**config.mk**
```make
export PLATFORM = sky130hd
export DESIGN_NAME = afc_top
export DESIGN_NICKNAME = d
export VERILOG_FILES = /design/src/inc/afc_pkg.sv /design/src/hdl/afc_sync2.sv /design/src/hdl/afc_axis.sv /design/src/hdl/afc_top.sv
export SDC_FILE = /design/constraint.sdc
export NUM_CORES = 1
export LEC_CHECK = 0
export ABC_AREA = 0
export BUFFER_PORTS_ARGS = -buffer_cell sky130_fd_sc_hd__buf_2
export CAP_MARGIN = 20
export CORE_ASPECT_RATIO = 0.8
export CORE_MARGIN = 3
export CORE_UTILIZATION = 35
export DETAILED_ROUTE_END_ITERATION = 8
export HOLD_SLACK_MARGIN = 0.03
export PLACE_DENSITY = 0.51
export SLEW_MARGIN = 10
export SYNTH_ARGS = -nofsm -noshare
export SYNTH_HDL_FRONTEND = slang
export SYNTH_SLANG_ARGS = --single-unit
```
**constraint.sdc**
```tcl
create_clock -name SYS_CLK -period 9.4 [get_ports SYS_CLK]
set_clock_uncertainty 0.15 [all_clocks]
set_input_delay 0.47 -clock SYS_CLK [delete_from_list [all_inputs] [get_ports SYS_CLK]]
set_output_delay 0.47 -clock SYS_CLK [all_outputs]
set_load 0.03 [all_outputs]
```
**src/inc/afc_pkg.sv**
```systemverilog
// shared constants of the axis fault code detector
package afc_pkg;
    localparam int NUM_AXES = 4;
    localparam logic [31:0] CODE_GROUP_OP = 32'h0000_3032;
    localparam logic [31:0] CODE_INTERP = 32'h0000_3033;
    localparam logic [31:0] CODE_PULSER = 32'h0000_3034;
    localparam logic [31:0] CODE_MOVE_AMT = 32'h0000_3035;
    localparam logic [31:0] CODE_SYNC = 32'h0000_3043;
    localparam logic [31:0] CODE_SYNC_SET = 32'h0000_3046;
    localparam logic [31:0] CODE_TORQUE = 32'h0000_3050;
    localparam logic [31:0] CODE_SPEED = 32'h0000_3051;
    localparam logic [31:0] CODE_HOME = 32'h0000_3060;
    localparam logic [31:0] CODE_MTCLR = 32'h0000_3061;
    localparam logic [31:0] CODE_LATCH = 32'h0000_3070;
    // monitored-value error setting bits
    localparam int MON_TRQ_EN = 0;
    localparam int MON_TRQ_WARN = 1;
    localparam int MON_SPD_EN = 2;
    localparam int MON_SPD_WARN = 3;
    // register byte offsets
    localparam logic [7:0] REG_STATUS = 8'h00;
    localparam logic [7:0] REG_MASK = 8'h04;
    localparam logic [7:0] REG_MONSET = 8'h08;
    localparam logic [7:0] REG_MOVE_HI = 8'h0C;
    localparam logic [7:0] REG_MOVE_LO = 8'h10;
    localparam logic [7:0] REG_CODE0 = 8'h20;
    localparam logic [31:0] MOVE_HI_RST = 32'h7FFF_FFFF;
    localparam logic [31:0] MOVE_LO_RST = 32'h8000_0000;
    localparam logic [3:0] MON_RST = 4'h0;
    localparam logic [1:0] RESP_OKAY = 2'h0;
    localparam logic [1:0] RESP_SLVERR = 2'h2;
endpackage

```
**src/hdl/afc_sync2.sv**
```systemverilog
// two flip-flop synchroniser for a bundle of levels
`timescale 1ns/1ps
`default_nettype none
module afc_sync2 #(
    parameter int W = 1
) (
    input wire logic clk,
    input wire logic rst,
    input wire logic [W-1:0] d,
    output logic [W-1:0] q
);
    logic [W-1:0] meta_r;
    always_ff @(posedge clk) begin
        if (rst) begin
            meta_r <= '0;
            q <= '0;
        end else begin
            meta_r <= d;
            q <= meta_r;
        end
    end
endmodule
`default_nettype wire

```
**src/hdl/afc_axis.sv**
```systemverilog
// per-axis fault detection and error code holder
`timescale 1ns/1ps
`default_nettype none
module afc_axis (
    input wire logic clk,
    input wire logic rst,
    input wire logic grp_chg,
    input wire logic grp_bad,
    input wire logic busy,
    input wire logic stop_req,
    input wire logic pulser_en,
    input wire logic move_req,
    input wire logic signed [31:0] move_amt,
    input wire logic signed [31:0] move_hi,
    input wire logic signed [31:0] move_lo,
    input wire logic interp_peer_err,
    input wire logic sync_peer_err,
    input wire logic sync_set_req,
    input wire logic sync_slave_off,
    input wire logic [3:0] mon_set,
    input wire logic trq_over,
    input wire logic spd_over,
    input wire logic home_req,
    input wire logic home_bad,
    input wire logic mtclr_req,
    input wire logic servo_on,
    input wire logic incr_mode,
    input wire logic abs_single,
    input wire logic full_closed,
    input wire logic latch_trig,
    input wire logic pos_done,
    input wire logic clr,
    output logic err_r,
    output logic [31:0] code_r,
    output logic stop_r,
    output logic event_r
);
    logic latch_seen_r;
    logic [31:0] det_code;
    logic det;
    wire logic move_out = move_req && (move_amt > move_hi || move_amt < move_lo);
    wire logic mtclr_bad = mtclr_req && (servo_on || incr_mode || abs_single || full_closed);
    wire logic latch_twice = latch_trig && latch_seen_r && !pos_done;
    wire logic trq_err = trq_over && mon_set[afc_pkg::MON_TRQ_EN] && !mon_set[afc_pkg::MON_TRQ_WARN];
    wire logic spd_err = spd_over && mon_set[afc_pkg::MON_SPD_EN] && !mon_set[afc_pkg::MON_SPD_WARN];
    wire logic peer_stop = interp_peer_err || sync_peer_err;

    // fixed priority: 0x3034 first, then lowest code first
    always_comb begin
        det = 1'b1;
        det_code = '0;
        if (grp_chg && pulser_en) begin
            det_code = afc_pkg::CODE_PULSER;
        end else if ((grp_chg && (busy || stop_req)) || grp_bad) begin
            det_code = afc_pkg::CODE_GROUP_OP;
        end else if (interp_peer_err) begin
            det_code = afc_pkg::CODE_INTERP;
        end else if (move_out) begin
            det_code = afc_pkg::CODE_MOVE_AMT;
        end else if (sync_peer_err) begin
            det_code = afc_pkg::CODE_SYNC;
        end else if (sync_set_req && sync_slave_off) begin
            det_code = afc_pkg::CODE_SYNC_SET;
        end else if (trq_err) begin
            det_code = afc_pkg::CODE_TORQUE;
        end else if (spd_err) begin
            det_code = afc_pkg::CODE_SPEED;
        end else if (home_req && home_bad) begin
            det_code = afc_pkg::CODE_HOME;
        end else if (mtclr_bad) begin
            det_code = afc_pkg::CODE_MTCLR;
        end else if (latch_twice) begin
            det_code = afc_pkg::CODE_LATCH;
        end else begin
            det = 1'b0;
        end
    end

    always_ff @(posedge clk) begin
        if (rst || pos_done) begin
            latch_seen_r <= 1'b0;
        end else if (latch_trig) begin
            latch_seen_r <= 1'b1;
        end
    end

    // first code held; new detection wins over clear
    always_ff @(posedge clk) begin
        if (rst) begin
            err_r <= 1'b0;
            code_r <= '0;
        end else if (det && (!err_r || clr)) begin
            err_r <= 1'b1;
            code_r <= det_code;
        end else if (clr) begin
            err_r <= 1'b0;
            code_r <= '0;
        end
    end

    always_ff @(posedge clk) begin
        if (rst) begin
            stop_r <= 1'b0;
            event_r <= 1'b0;
        end else begin
            stop_r <= peer_stop;
            event_r <= det;
        end
    end
endmodule
`default_nettype wire

```
**src/hdl/afc_top.sv**
```systemverilog
// axis fault code detector top with AXI4-Lite register slave
//
// The address map and the AXI4-Lite interface to the registers are this design's own decisions.
`timescale 1ns/1ps
`default_nettype none
// Summary of operation
// - A group change while busy or stop pending, or bad group settings, reports 0x3032.
// - An error on a peer interpolation axis stops this axis and reports 0x3033.
// - A group change during pulser operation is refused with 0x3034.
// - An error on a peer synchronous axis stops this axis and reports 0x3043.
// - Synchronous setup with pulse master while a slave is servo off reports 0x3046.
// - Torque beyond judgment with setting bit0 set and bit1 clear reports 0x3050.
// - Speed beyond judgment with setting bit2 set and bit3 clear reports 0x3051.
// - Home return that the amplifier cannot do is refused with 0x3060.
// - Multi-turn clear with servo on, incremental, single-turn or fully closed reports 0x3061.
// - A second correction latch before positioning completes reports 0x3070.
module afc_top #(
    parameter int AXES = afc_pkg::NUM_AXES
) (
    input wire logic SYS_CLK,
    input wire logic RST,
    input wire logic [AXES-1:0] GRP_CHG,
    input wire logic [AXES-1:0] GRP_BAD,
    input wire logic [AXES-1:0] BUSY,
    input wire logic [AXES-1:0] STOP_REQ,
    input wire logic [AXES-1:0] PULSER_EN,
    input wire logic [AXES-1:0] MOVE_REQ,
    input wire logic [AXES*32-1:0] MOVE_AMT,
    input wire logic [AXES-1:0] INTERP_MEMBER,
    input wire logic [AXES-1:0] SYNC_MEMBER,
    input wire logic [AXES-1:0] SYNC_SET_REQ,
    input wire logic [AXES-1:0] TRQ_OVER,
    input wire logic [AXES-1:0] SPD_OVER,
    input wire logic [AXES-1:0] HOME_REQ,
    input wire logic [AXES-1:0] HOME_BAD,
    input wire logic [AXES-1:0] MTCLR_REQ,
    input wire logic [AXES-1:0] SERVO_ON,
    input wire logic [AXES-1:0] INCR_MODE,
    input wire logic [AXES-1:0] ABS_SINGLE,
    input wire logic [AXES-1:0] FULL_CLOSED,
    input wire logic [AXES-1:0] LATCH_TRIG,
    input wire logic [AXES-1:0] POS_DONE,
    input wire logic [7:0] S_AXI_AWADDR,
    input wire logic S_AXI_AWVALID,
    output logic S_AXI_AWREADY,
    input wire logic [31:0] S_AXI_WDATA,
    input wire logic [3:0] S_AXI_WSTRB,
    input wire logic S_AXI_WVALID,
    output logic S_AXI_WREADY,
    output logic [1:0] S_AXI_BRESP,
    output logic S_AXI_BVALID,
    input wire logic S_AXI_BREADY,
    input wire logic [7:0] S_AXI_ARADDR,
    input wire logic S_AXI_ARVALID,
    output logic S_AXI_ARREADY,
    output logic [31:0] S_AXI_RDATA,
    output logic [1:0] S_AXI_RRESP,
    output logic S_AXI_RVALID,
    input wire logic S_AXI_RREADY,
    output logic [AXES-1:0] AXIS_ERR,
    output logic [AXES-1:0] AXIS_STOP,
    output logic IRQ
);
    if (AXES < 2 || AXES > 8) begin : g_bad_axes
        $error("AXES must be 2 to 8");
    end

    localparam int NIN = 21;

    ////////////////////////////////////////////////////////////////////////
    // pin synchronisers
    logic [NIN*AXES-1:0] raw_in;
    logic [NIN*AXES-1:0] syn_in;
    logic [AXES*32-1:0] move_amt_s;
    assign raw_in = {GRP_CHG, GRP_BAD, BUSY, STOP_REQ, PULSER_EN, MOVE_REQ, INTERP_MEMBER, SYNC_MEMBER,
                     SYNC_SET_REQ, TRQ_OVER, SPD_OVER, HOME_REQ, HOME_BAD, MTCLR_REQ, SERVO_ON, INCR_MODE,
                     ABS_SINGLE, FULL_CLOSED, LATCH_TRIG, POS_DONE, {AXES{1'b0}}};
    afc_sync2 #(.W(NIN*AXES)) u_sync_bits (
        .clk(SYS_CLK),
        .rst(RST),
        .d(raw_in),
        .q(syn_in)
    );
    afc_sync2 #(.W(AXES*32)) u_sync_amt (
        .clk(SYS_CLK),
        .rst(RST),
        .d(MOVE_AMT),
        .q(move_amt_s)
    );
    wire logic [AXES-1:0] s_grp_chg = syn_in[20*AXES +: AXES];
    wire logic [AXES-1:0] s_grp_bad = syn_in[19*AXES +: AXES];
    wire logic [AXES-1:0] s_busy = syn_in[18*AXES +: AXES];
    wire logic [AXES-1:0] s_stop_req = syn_in[17*AXES +: AXES];
    wire logic [AXES-1:0] s_pulser = syn_in[16*AXES +: AXES];
    wire logic [AXES-1:0] s_move_req = syn_in[15*AXES +: AXES];
    wire logic [AXES-1:0] s_interp = syn_in[14*AXES +: AXES];
    wire logic [AXES-1:0] s_sync = syn_in[13*AXES +: AXES];
    wire logic [AXES-1:0] s_sync_set = syn_in[12*AXES +: AXES];
    wire logic [AXES-1:0] s_trq = syn_in[11*AXES +: AXES];
    wire logic [AXES-1:0] s_spd = syn_in[10*AXES +: AXES];
    wire logic [AXES-1:0] s_home_req = syn_in[9*AXES +: AXES];
    wire logic [AXES-1:0] s_home_bad = syn_in[8*AXES +: AXES];
    wire logic [AXES-1:0] s_mtclr = syn_in[7*AXES +: AXES];
    wire logic [AXES-1:0] s_servo = syn_in[6*AXES +: AXES];
    wire logic [AXES-1:0] s_incr = syn_in[5*AXES +: AXES];
    wire logic [AXES-1:0] s_abs1 = syn_in[4*AXES +: AXES];
    wire logic [AXES-1:0] s_fclo = syn_in[3*AXES +: AXES];
    wire logic [AXES-1:0] s_latch = syn_in[2*AXES +: AXES];
    wire logic [AXES-1:0] s_done = syn_in[1*AXES +: AXES];

    ////////////////////////////////////////////////////////////////////////
    // register state
    logic [AXES-1:0] status_r;
    logic [AXES-1:0] mask_r;
    logic [3:0] mon_r;
    logic [31:0] move_hi_r;
    logic [31:0] move_lo_r;
    logic [AXES-1:0] err_vec;
    logic [AXES-1:0] stop_vec;
    logic [AXES-1:0] evt_vec;
    logic [AXES*32-1:0] code_vec;
    logic [AXES-1:0] clr_vec;

    // error on an axis, seen from its peers in the same group
    logic [AXES-1:0] own_err_r;
    wire logic interp_any = |(own_err_r & s_interp);
    wire logic sync_any = |(own_err_r & s_sync);
    wire logic sync_slave_off = |(s_sync & ~s_servo);

    genvar g;
    generate
        for (g = 0; g < AXES; g++) begin : g_axis
            afc_axis u_axis (
                .clk(SYS_CLK),
                .rst(RST),
                .grp_chg(s_grp_chg[g]),
                .grp_bad(s_grp_bad[g]),
                .busy(s_busy[g]),
                .stop_req(s_stop_req[g]),
                .pulser_en(s_pulser[g]),
                .move_req(s_move_req[g]),
                .move_amt(move_amt_s[g*32 +: 32]),
                .move_hi(move_hi_r),
                .move_lo(move_lo_r),
                .interp_peer_err(s_interp[g] && !own_err_r[g] && interp_any),
                .sync_peer_err(s_sync[g] && !own_err_r[g] && sync_any),
                .sync_set_req(s_sync_set[g]),
                .sync_slave_off(sync_slave_off),
                .mon_set(mon_r),
                .trq_over(s_trq[g]),
                .spd_over(s_spd[g]),
                .home_req(s_home_req[g]),
                .home_bad(s_home_bad[g]),
                .mtclr_req(s_mtclr[g]),
                .servo_on(s_servo[g]),
                .incr_mode(s_incr[g]),
                .abs_single(s_abs1[g]),
                .full_closed(s_fclo[g]),
                .latch_trig(s_latch[g]),
                .pos_done(s_done[g]),
                .clr(clr_vec[g]),
                .err_r(err_vec[g]),
                .code_r(code_vec[g*32 +: 32]),
                .stop_r(stop_vec[g]),
                .event_r(evt_vec[g])
            );
        end
    endgenerate

    // own_err marks an axis whose error came from itself, not a peer
    always_ff @(posedge SYS_CLK) begin
        if (RST) begin
            own_err_r <= '0;
        end else begin
            own_err_r <= evt_vec & ~stop_vec;
        end
    end

    ////////////////////////////////////////////////////////////////////////
    // AXI4-Lite write channel
    logic aw_hold_r;
    logic w_hold_r;
    logic [7:0] aw_addr_r;
    logic [31:0] w_data_r;
    logic [3:0] w_strb_r;
    wire logic aw_take = S_AXI_AWVALID && S_AXI_AWREADY;
    wire logic w_take = S_AXI_WVALID && S_AXI_WREADY;
    wire logic have_aw = aw_hold_r || aw_take;
    wire logic have_w = w_hold_r || w_take;
    wire logic do_wr = have_aw && have_w && !S_AXI_BVALID;
    wire logic [7:0] wa = aw_hold_r ? aw_addr_r : S_AXI_AWADDR;
    wire logic [31:0] wd = w_hold_r ? w_data_r : S_AXI_WDATA;
    wire logic [3:0] ws = w_hold_r ? w_strb_r : S_AXI_WSTRB;
    wire logic [31:0] wmask = {{8{ws[3]}}, {8{ws[2]}}, {8{ws[1]}}, {8{ws[0]}}};
    wire logic wr_status = do_wr && wa == afc_pkg::REG_STATUS;
    wire logic wr_mask = do_wr && wa == afc_pkg::REG_MASK;
    wire logic wr_mon = do_wr && wa == afc_pkg::REG_MONSET;
    wire logic wr_hi = do_wr && wa == afc_pkg::REG_MOVE_HI;
    wire logic wr_lo = do_wr && wa == afc_pkg::REG_MOVE_LO;
    wire logic wr_ok = wr_status || wr_mask || wr_mon || wr_hi || wr_lo;
    wire logic [31:0] wd_m = wd & wmask;
    assign clr_vec = wr_status ? wd_m[AXES-1:0] : '0;

    always_ff @(posedge SYS_CLK) begin
        if (RST) begin
            aw_hold_r <= 1'b0;
            w_hold_r <= 1'b0;
            aw_addr_r <= '0;
            w_data_r <= '0;
            w_strb_r <= '0;
            S_AXI_AWREADY <= 1'b0;
            S_AXI_WREADY <= 1'b0;
            S_AXI_BVALID <= 1'b0;
            S_AXI_BRESP <= afc_pkg::RESP_OKAY;
        end else begin
            S_AXI_AWREADY <= !have_aw && !S_AXI_BVALID;
            S_AXI_WREADY <= !have_w && !S_AXI_BVALID;
            if (aw_take && !do_wr) begin
                aw_hold_r <= 1'b1;
                aw_addr_r <= S_AXI_AWADDR;
            end else if (do_wr) begin
                aw_hold_r <= 1'b0;
            end
            if (w_take && !do_wr) begin
                w_hold_r <= 1'b1;
                w_data_r <= S_AXI_WDATA;
                w_strb_r <= S_AXI_WSTRB;
            end else if (do_wr) begin
                w_hold_r <= 1'b0;
            end
            if (do_wr) begin
                S_AXI_AWREADY <= 1'b0;
                S_AXI_WREADY <= 1'b0;
                S_AXI_BVALID <= 1'b1;
                S_AXI_BRESP <= wr_ok ? afc_pkg::RESP_OKAY : afc_pkg::RESP_SLVERR;
            end else if (S_AXI_BVALID && S_AXI_BREADY) begin
                S_AXI_BVALID <= 1'b0;
                S_AXI_AWREADY <= 1'b1;
                S_AXI_WREADY <= 1'b1;
            end
        end
    end

    always_ff @(posedge SYS_CLK) begin
        if (RST) begin
            mask_r <= '0;
            mon_r <= afc_pkg::MON_RST;
            move_hi_r <= afc_pkg::MOVE_HI_RST;
            move_lo_r <= afc_pkg::MOVE_LO_RST;
        end else begin
            if (wr_mask) mask_r <= (mask_r & ~wmask[AXES-1:0]) | wd_m[AXES-1:0];
            if (wr_mon) mon_r <= (mon_r & ~wmask[3:0]) | wd_m[3:0];
            if (wr_hi) move_hi_r <= (move_hi_r & ~wmask) | wd_m;
            if (wr_lo) move_lo_r <= (move_lo_r & ~wmask) | wd_m;
        end
    end

    ////////////////////////////////////////////////////////////////////////
    // interrupt status: set wins over write-one-to-clear
    always_ff @(posedge SYS_CLK) begin
        if (RST) begin
            status_r <= '0;
            IRQ <= 1'b0;
            AXIS_ERR <= '0;
            AXIS_STOP <= '0;
        end else begin
            status_r <= (status_r & ~clr_vec) | evt_vec;
            IRQ <= |(status_r & mask_r);
            AXIS_ERR <= err_vec;
            AXIS_STOP <= stop_vec;
        end
    end

    ////////////////////////////////////////////////////////////////////////
    // AXI4-Lite read channel
    wire logic [7:0] ra = S_AXI_ARADDR;
    wire logic [7:0] code_off = ra - afc_pkg::REG_CODE0;
    wire logic in_code = ra >= afc_pkg::REG_CODE0 && code_off[7:2] < 6'(AXES) && ra[1:0] == 2'h0;
    logic [31:0] rd_val;
    logic rd_ok;
    always_comb begin
        rd_val = '0;
        rd_ok = 1'b1;
        if (in_code) begin
            rd_val = code_vec[code_off[4:2]*32 +: 32];
        end else begin
            case (ra)
                afc_pkg::REG_STATUS: rd_val[AXES-1:0] = status_r;
                afc_pkg::REG_MASK: rd_val[AXES-1:0] = mask_r;
                afc_pkg::REG_MONSET: rd_val[3:0] = mon_r;
                afc_pkg::REG_MOVE_HI: rd_val = move_hi_r;
                afc_pkg::REG_MOVE_LO: rd_val = move_lo_r;
                default: rd_ok = 1'b0;
            endcase
        end
    end

    always_ff @(posedge SYS_CLK) begin
        if (RST) begin
            S_AXI_ARREADY <= 1'b0;
            S_AXI_RVALID <= 1'b0;
            S_AXI_RDATA <= '0;
            S_AXI_RRESP <= afc_pkg::RESP_OKAY;
        end else if (S_AXI_ARVALID && S_AXI_ARREADY) begin
            S_AXI_ARREADY <= 1'b0;
            S_AXI_RVALID <= 1'b1;
            S_AXI_RDATA <= rd_val;
            S_AXI_RRESP <= rd_ok ? afc_pkg::RESP_OKAY : afc_pkg::RESP_SLVERR;
        end else if (S_AXI_RVALID && S_AXI_RREADY) begin
            S_AXI_RVALID <= 1'b0;
            S_AXI_ARREADY <= 1'b1;
        end else if (!S_AXI_RVALID) begin
            S_AXI_ARREADY <= 1'b1;
        end
    end
endmodule
`default_nettype wire

```
=== After elaboration in Yosys (flattened, before gate mapping) ===
Cells that the tools add are included.

* Output and inout port bits: 50
* Word-level logic and storage cells: 379
* Flip-flop bits (word level): 744
* Input bits: 267

* Equality and inequality tests: 9
* Reductions and logical operators: 164
* Add/subtract/negate cells: 1
* Bitwise gates (word level): 21
* Magnitude comparators: 10
* Shift-type cells: 1
* Muxes and demuxes: 126

{| class="wikitable"
|+ Operators by type and width
! operator !! number
|-
| $mux W32 || 50
|-
| $gt A32 B32 Y1 || 4
|-
| $lt A32 B32 Y1 || 4
|-
| $shiftx A128 B9 Y32 || 1
|-
| $and A32 B32 Y32 || 3
|-
| $logic_and A1 B1 Y1 || 86
|-
| $mux W1 || 65
|-
| $or A32 B32 Y32 || 2
|-
| $mux W14 || 4
|-
| $pmux W28 S2 || 1
|-
| $logic_or A1 B1 Y1 || 42
|-
| $and A4 B4 Y4 || 8
|-
| $eq A8 B4 Y1 const B || 4
|-
| $not A32 Y32 || 1
|-
| $pmux W4 S5 || 1
|-
| $logic_not A1 Y1 || 18
|-
| $eq A8 B3 Y1 const B || 2
|-
| $eq A8 B5 Y1 const B || 2
|-
| $logic_not A8 Y1 || 2
|-
| $not A4 Y4 || 4
|-
| $reduce_bool A2 Y1 || 8
|-
| $reduce_or A4 Y1 || 4
|-
| $or A4 B4 Y4 || 3
|-
| $ge A8 B6 Y1 const B || 1
|-
| other kinds (9) || 12
|}

=== Logic depth before layout (Yosys ltp) ===
* Depth after elaboration: 16
* Gate-level depth with buffers: 12
* Gate-level depth less buffers: 12

=== By module ===
A second synthesis with hierarchy kept.

* Cells, all modules: 3112
* Area total of the unflattened synthesis: 29271.8 µm²

{| class="wikitable"
|+ By module, submodules not included
! module !! sequential area each (µm²) !! cells an instance !! area each (µm²) !! instances
|-
| afc_axis || 220.2 || 332 || 2388.5 || 4
|-
| afc_top || 3483.3 || 890 || 8344.3 || 1
|-
| afc_sync2 at u_sync_amt || 5124.9 || 540 || 6864.1 || 1
|-
| afc_sync2 at u_sync_bits || 3363.2 || 354 || 4509.3 || 1
|}

=== Worst setup path after synthesis ===
No wires, ideal clock.

* Path type: register -> register
* From: register (tool-made name)
* To: register g_axis[3].u_axis.code_r[1]
* Clock period less this slack: 3.001 ns
* Slack: 6.399 ns
* Data required time: 9.118 ns
* Arrival time: 2.718 ns
* Cell stages (with the launch flop): 13
* Setup time: 0.132 ns
* Path through: dfxtp_1 inv_1 ha_1 a21oi_1 o21ai_0 a221oi_1 nor3_1 or4b_1 o221a_2 o31a_1 o21ai_4 o21bai_1 a21oi_1

{| class="wikitable"
|+ RTL lines
! item !! RTL line !! source
|-
| to (signal assigned) || afc_axis.sv:94 || <nowiki>code_r <= det_code;</nowiki>
|-
| to (decl) || afc_axis.sv:34 || <nowiki>output logic [31:0] code_r,</nowiki>
|}

==> summary.md <==
| Metric | Value |
|---|---|
| Outcome | finished clean |
| Grt peak-use layer | met1 |
| Full die area | 78200 sq um |
| Largest cells by area after synthesis | dfxtp_1 (48%), ha_1 (12%), nor2b_1 (11%) |
| Final antenna-violating net count | 0 |
| Pwr dens | 187 nW/um^2 |
| Worst-margin pin slew | 1150 ps |
| Synth warn | 0 |
| Worst hold-check path type | in2reg |
| CP Class | reg2reg |
| Cell variety after synth | 81 |
| RSZ-0062 raised after global routing | no |
| Gpl congestion | 0.945 |
| Worst path slowest cell | dfxtp_2 |
| Grt met3 use | 5.07% |
| Area grow syn2layout | 28.7% |
| Final period utilization | 42.4% |
| Max Clk Rate | 251 MHz |
| Total CTS buffers | 68 |
| Fillers | 7056 |
| Vias per Instance | 4.89 |
| FP Rows | 89 |
| WL per Instance | 19.6 um |
| H-tree lvl count | 3 |
| Die H | 251 um |
| Top_reg_cell synth | dfxtp_1 |
| Commonest cells in the netlist | dfxtp_1 (634), nor2b_1 (441), ha_1 (253), nand2_1 (251), a21oi_1 (203) |
| Worst path top cell family by delay | simple AND/OR/NAND/NOR gates |
| Worst-path clk slew | 60 ps |
| Pint | 0.00485 W |
| # port buffers | 314 |
| Slew Viols, Final | 0 |
| Worst hold path depth | 3 |
| Met2 Usage GRT | 29.2% |
| Reg2Reg Setup Slack | 5420 ps |
| DP Area | 28700 sq um |
| Vias in the first global route | 20.9k |
| Initial Util | 35.4% |
| Clock Latency Late Sink | 600 ps |
| Tmin final | 3980 ps |
| Die width | 312 um |
| Final wirelength | 84.4 mm |
| Area of the multi-input gates | 12800 sq um |
| Worst endpoint required time | 9710 ps |
| Leading area contributor after synthesis | dfxtp_1 |
| Met1 usage | 32.4% |
| DPL Wire Length | 64.5 mm |
| Final Instance Area | 33700 sq um |
| CTS tree | yes |
| GRT Total Usage | 21.2% |
| Clock root buffer | clkbuf_16 |
| Maximum vdd drop | 0.0996 mV |
| Hold_sp | S_AXI_ARVALID |
| Switching portion of total power | 23.3% |
| Fin. Hold Viols | 0 |
| Sink Count | 634 |
| Gate power share | 8.5% |
| Buffer levels on the longest clock path | 3 |
| Origin of the critical flop-to-flop path | w_hold_r$_SDFFE_PP0P_ |
| Largest net degree at the start of global routing | 117 |
| Cells after Synth | 2706 |
| First drt pass iteration count | 5 |
| DRC viols | 0 |
| Top Ports | 317 |
| Register share of total power | 45.6% |
| Async SR Flop Fraction | 0% |
| FF-to-FF path depth | 7 |
| P_sw | 0.00147 W |
| Max-Cap Viols | 0 |
| Core area | 73900 sq um |
| Post-synth EDFFs | 0 |
| Layout cells sized above 1 | 14.7% |
| Worst setup SP type | flop |
| Initial antenna violation count | 2 |
| Endpoint, Worst Hold | S_AXI_RVALID$_SDFFE_PP0P_ |
| Slew margin rel. | 23.1% |
| CP peak stage delay | 1080 ps |
| Lkg Pwr | 14.7 nW |
| Cell count along the critical path | 7 |
| Total vias in the final route | 21.1k |
| Mapped cell area | 26200 sq um |
| Setup TNS | 0 ps |
| Hold_ws | 95.2 ps |
| GR Overflow Total | 0 |
| DR iter-0 viols | 1520 |
| Finish-stage setup viols | 0 |
| Bufs and invs on worst path | 0 |
| Crit path cell chain | a21oi_1 -> nor3_1 -> nand2_1 -> nor3_1 -> nand2b_1 -> a21oi_1 -> nor2_1 |
| Register Area | 12700 sq um |
| Endpoint type of the worst setup path | flop |
| Most frequent cell after synthesis | dfxtp_1 |
| Data arrival time of the worst path | 4290 ps |
| Net count, final | 3767 |
| Post-synth top area share | 48.4% |
| Clock power frac | 45.9% |
| FF+latch count, synth | 634 |
| Syn_area_per_cell | 9.68 sq um |
| Sequential share of the synthesized area | 48.4% |
| Crit path max fanout | 37 |
| First-pass GRT wire length | 127 mm |
[layout make-up]
class,count,share of cell area (%)
antenna,3,0.0223
multi-input combinational,1876,37.8
timing repair buffer,581,12.6
sequential,634,37.6
tap,1001,3.71
clock inverter,27,1.29
clock buffer,97,5.97
inverter,86,0.957
[routing by layer]
| layer | part of all wire, % | wire, um |
|---|---|---|
| met5 | 0.015 | 13 |
| met4 | 2.5 | 2080 |
| met3 | 7.5 | 6300 |
| met2 | 39 | 33000 |
| met1 | 51 | 43000 |
[worst max-delay path by stage]
stage          slack (ps)                   from                                       to
2_1_floorplan        6400                   flop  g_axis[3].u_axis.code_r[1]$_SDFFE_PP0P_
5_1_grt              5010  w_hold_r$_SDFFE_PP0P_                                     flop
6_report             5420  w_hold_r$_SDFFE_PP0P_                                     flop
3_3_place_gp         5320  w_hold_r$_SDFFE_PP0P_                                     flop
4_1_cts              5310  w_hold_r$_SDFFE_PP0P_                                     flop
3_5_place_dp         5330  w_hold_r$_SDFFE_PP0P_                                     flop
[cells by family after synthesis]
| logic type | share of synthesized area (%) |
|---|---|
| buffers and inverters | 2.90 |
| AND/OR/NAND/NOR | 21.1 |
| adder cells (fa/ha/maj) | 12.1 |
| flip-flops | 48.4 |
| XOR/XNOR | 0.0334 |
| multiplexers | 3.49 |
| AO/OA/AOI/OAI | 11.9 |
| other | 0.0143 |
[power groups by stage]
| stage | combinational (W) | sequential, W | clock [W] |
|---|---|---|---|
| 6_report | 0.000536 | 0.00288 | 0.00290 |
| 5_1_grt | 0.000592 | 0.00289 | 0.00307 |
| 3_5_place_dp | 0.000451 | 0.00294 | 0 |
| 4_1_cts | 0.000535 | 0.00288 | 0.00297 |
| 2_1_floorplan | 0.000287 | 0.00291 | 0 |
| 3_3_place_gp | 0.000441 | 0.00294 | 0 |
[tightest hold or removal path: cells and delay by family]
kind,cells,cell delay (ps)
buf+inv,1,110
simple gates,1,140
compound gates,1,80
[metrics by stage]
step	power [W]	std cells	utilization [%]	setup slack, ps
2_1_floorplan	0.00319	2707	-	6400
3_3_place_gp	0.00338	3920	38.8	5320
3_5_place_dp	0.00339	3923	38.8	5330
4_1_cts	0.00639	4301	45.6	5310
5_1_grt	0.00656	4303	45.6	5010
6_report	0.00632	4305	45.6	5420
[cell usage in the layout, fill, tap and decap left out, types with 12 or more instances in the layout]
cell,n
nand3_1,37
o211ai_1,12
a22oi_1,33
nand2b_1,20
mux2i_1,62
clkbuf_16,70
clkbuf_8,16
ha_1,253
a21o_1,25
nand4_1,43
a211oi_1,17
o21ai_0,95
nand2_1,251
dfxtp_1,633
inv_1,86
nor2_1,161
a21oi_1,203
buf_2,313
dlygate4sd3_1,254
a221oi_1,12
nor3_1,30
nor2b_1,441
[timing repair]
item	CTS	global route
hold buffers	254	0
gates resized for setup	0	0
setup buffers	0	0
endpoints found under the hold margin	257	0
No activity file was read; power rests on OpenSTA's default activity.
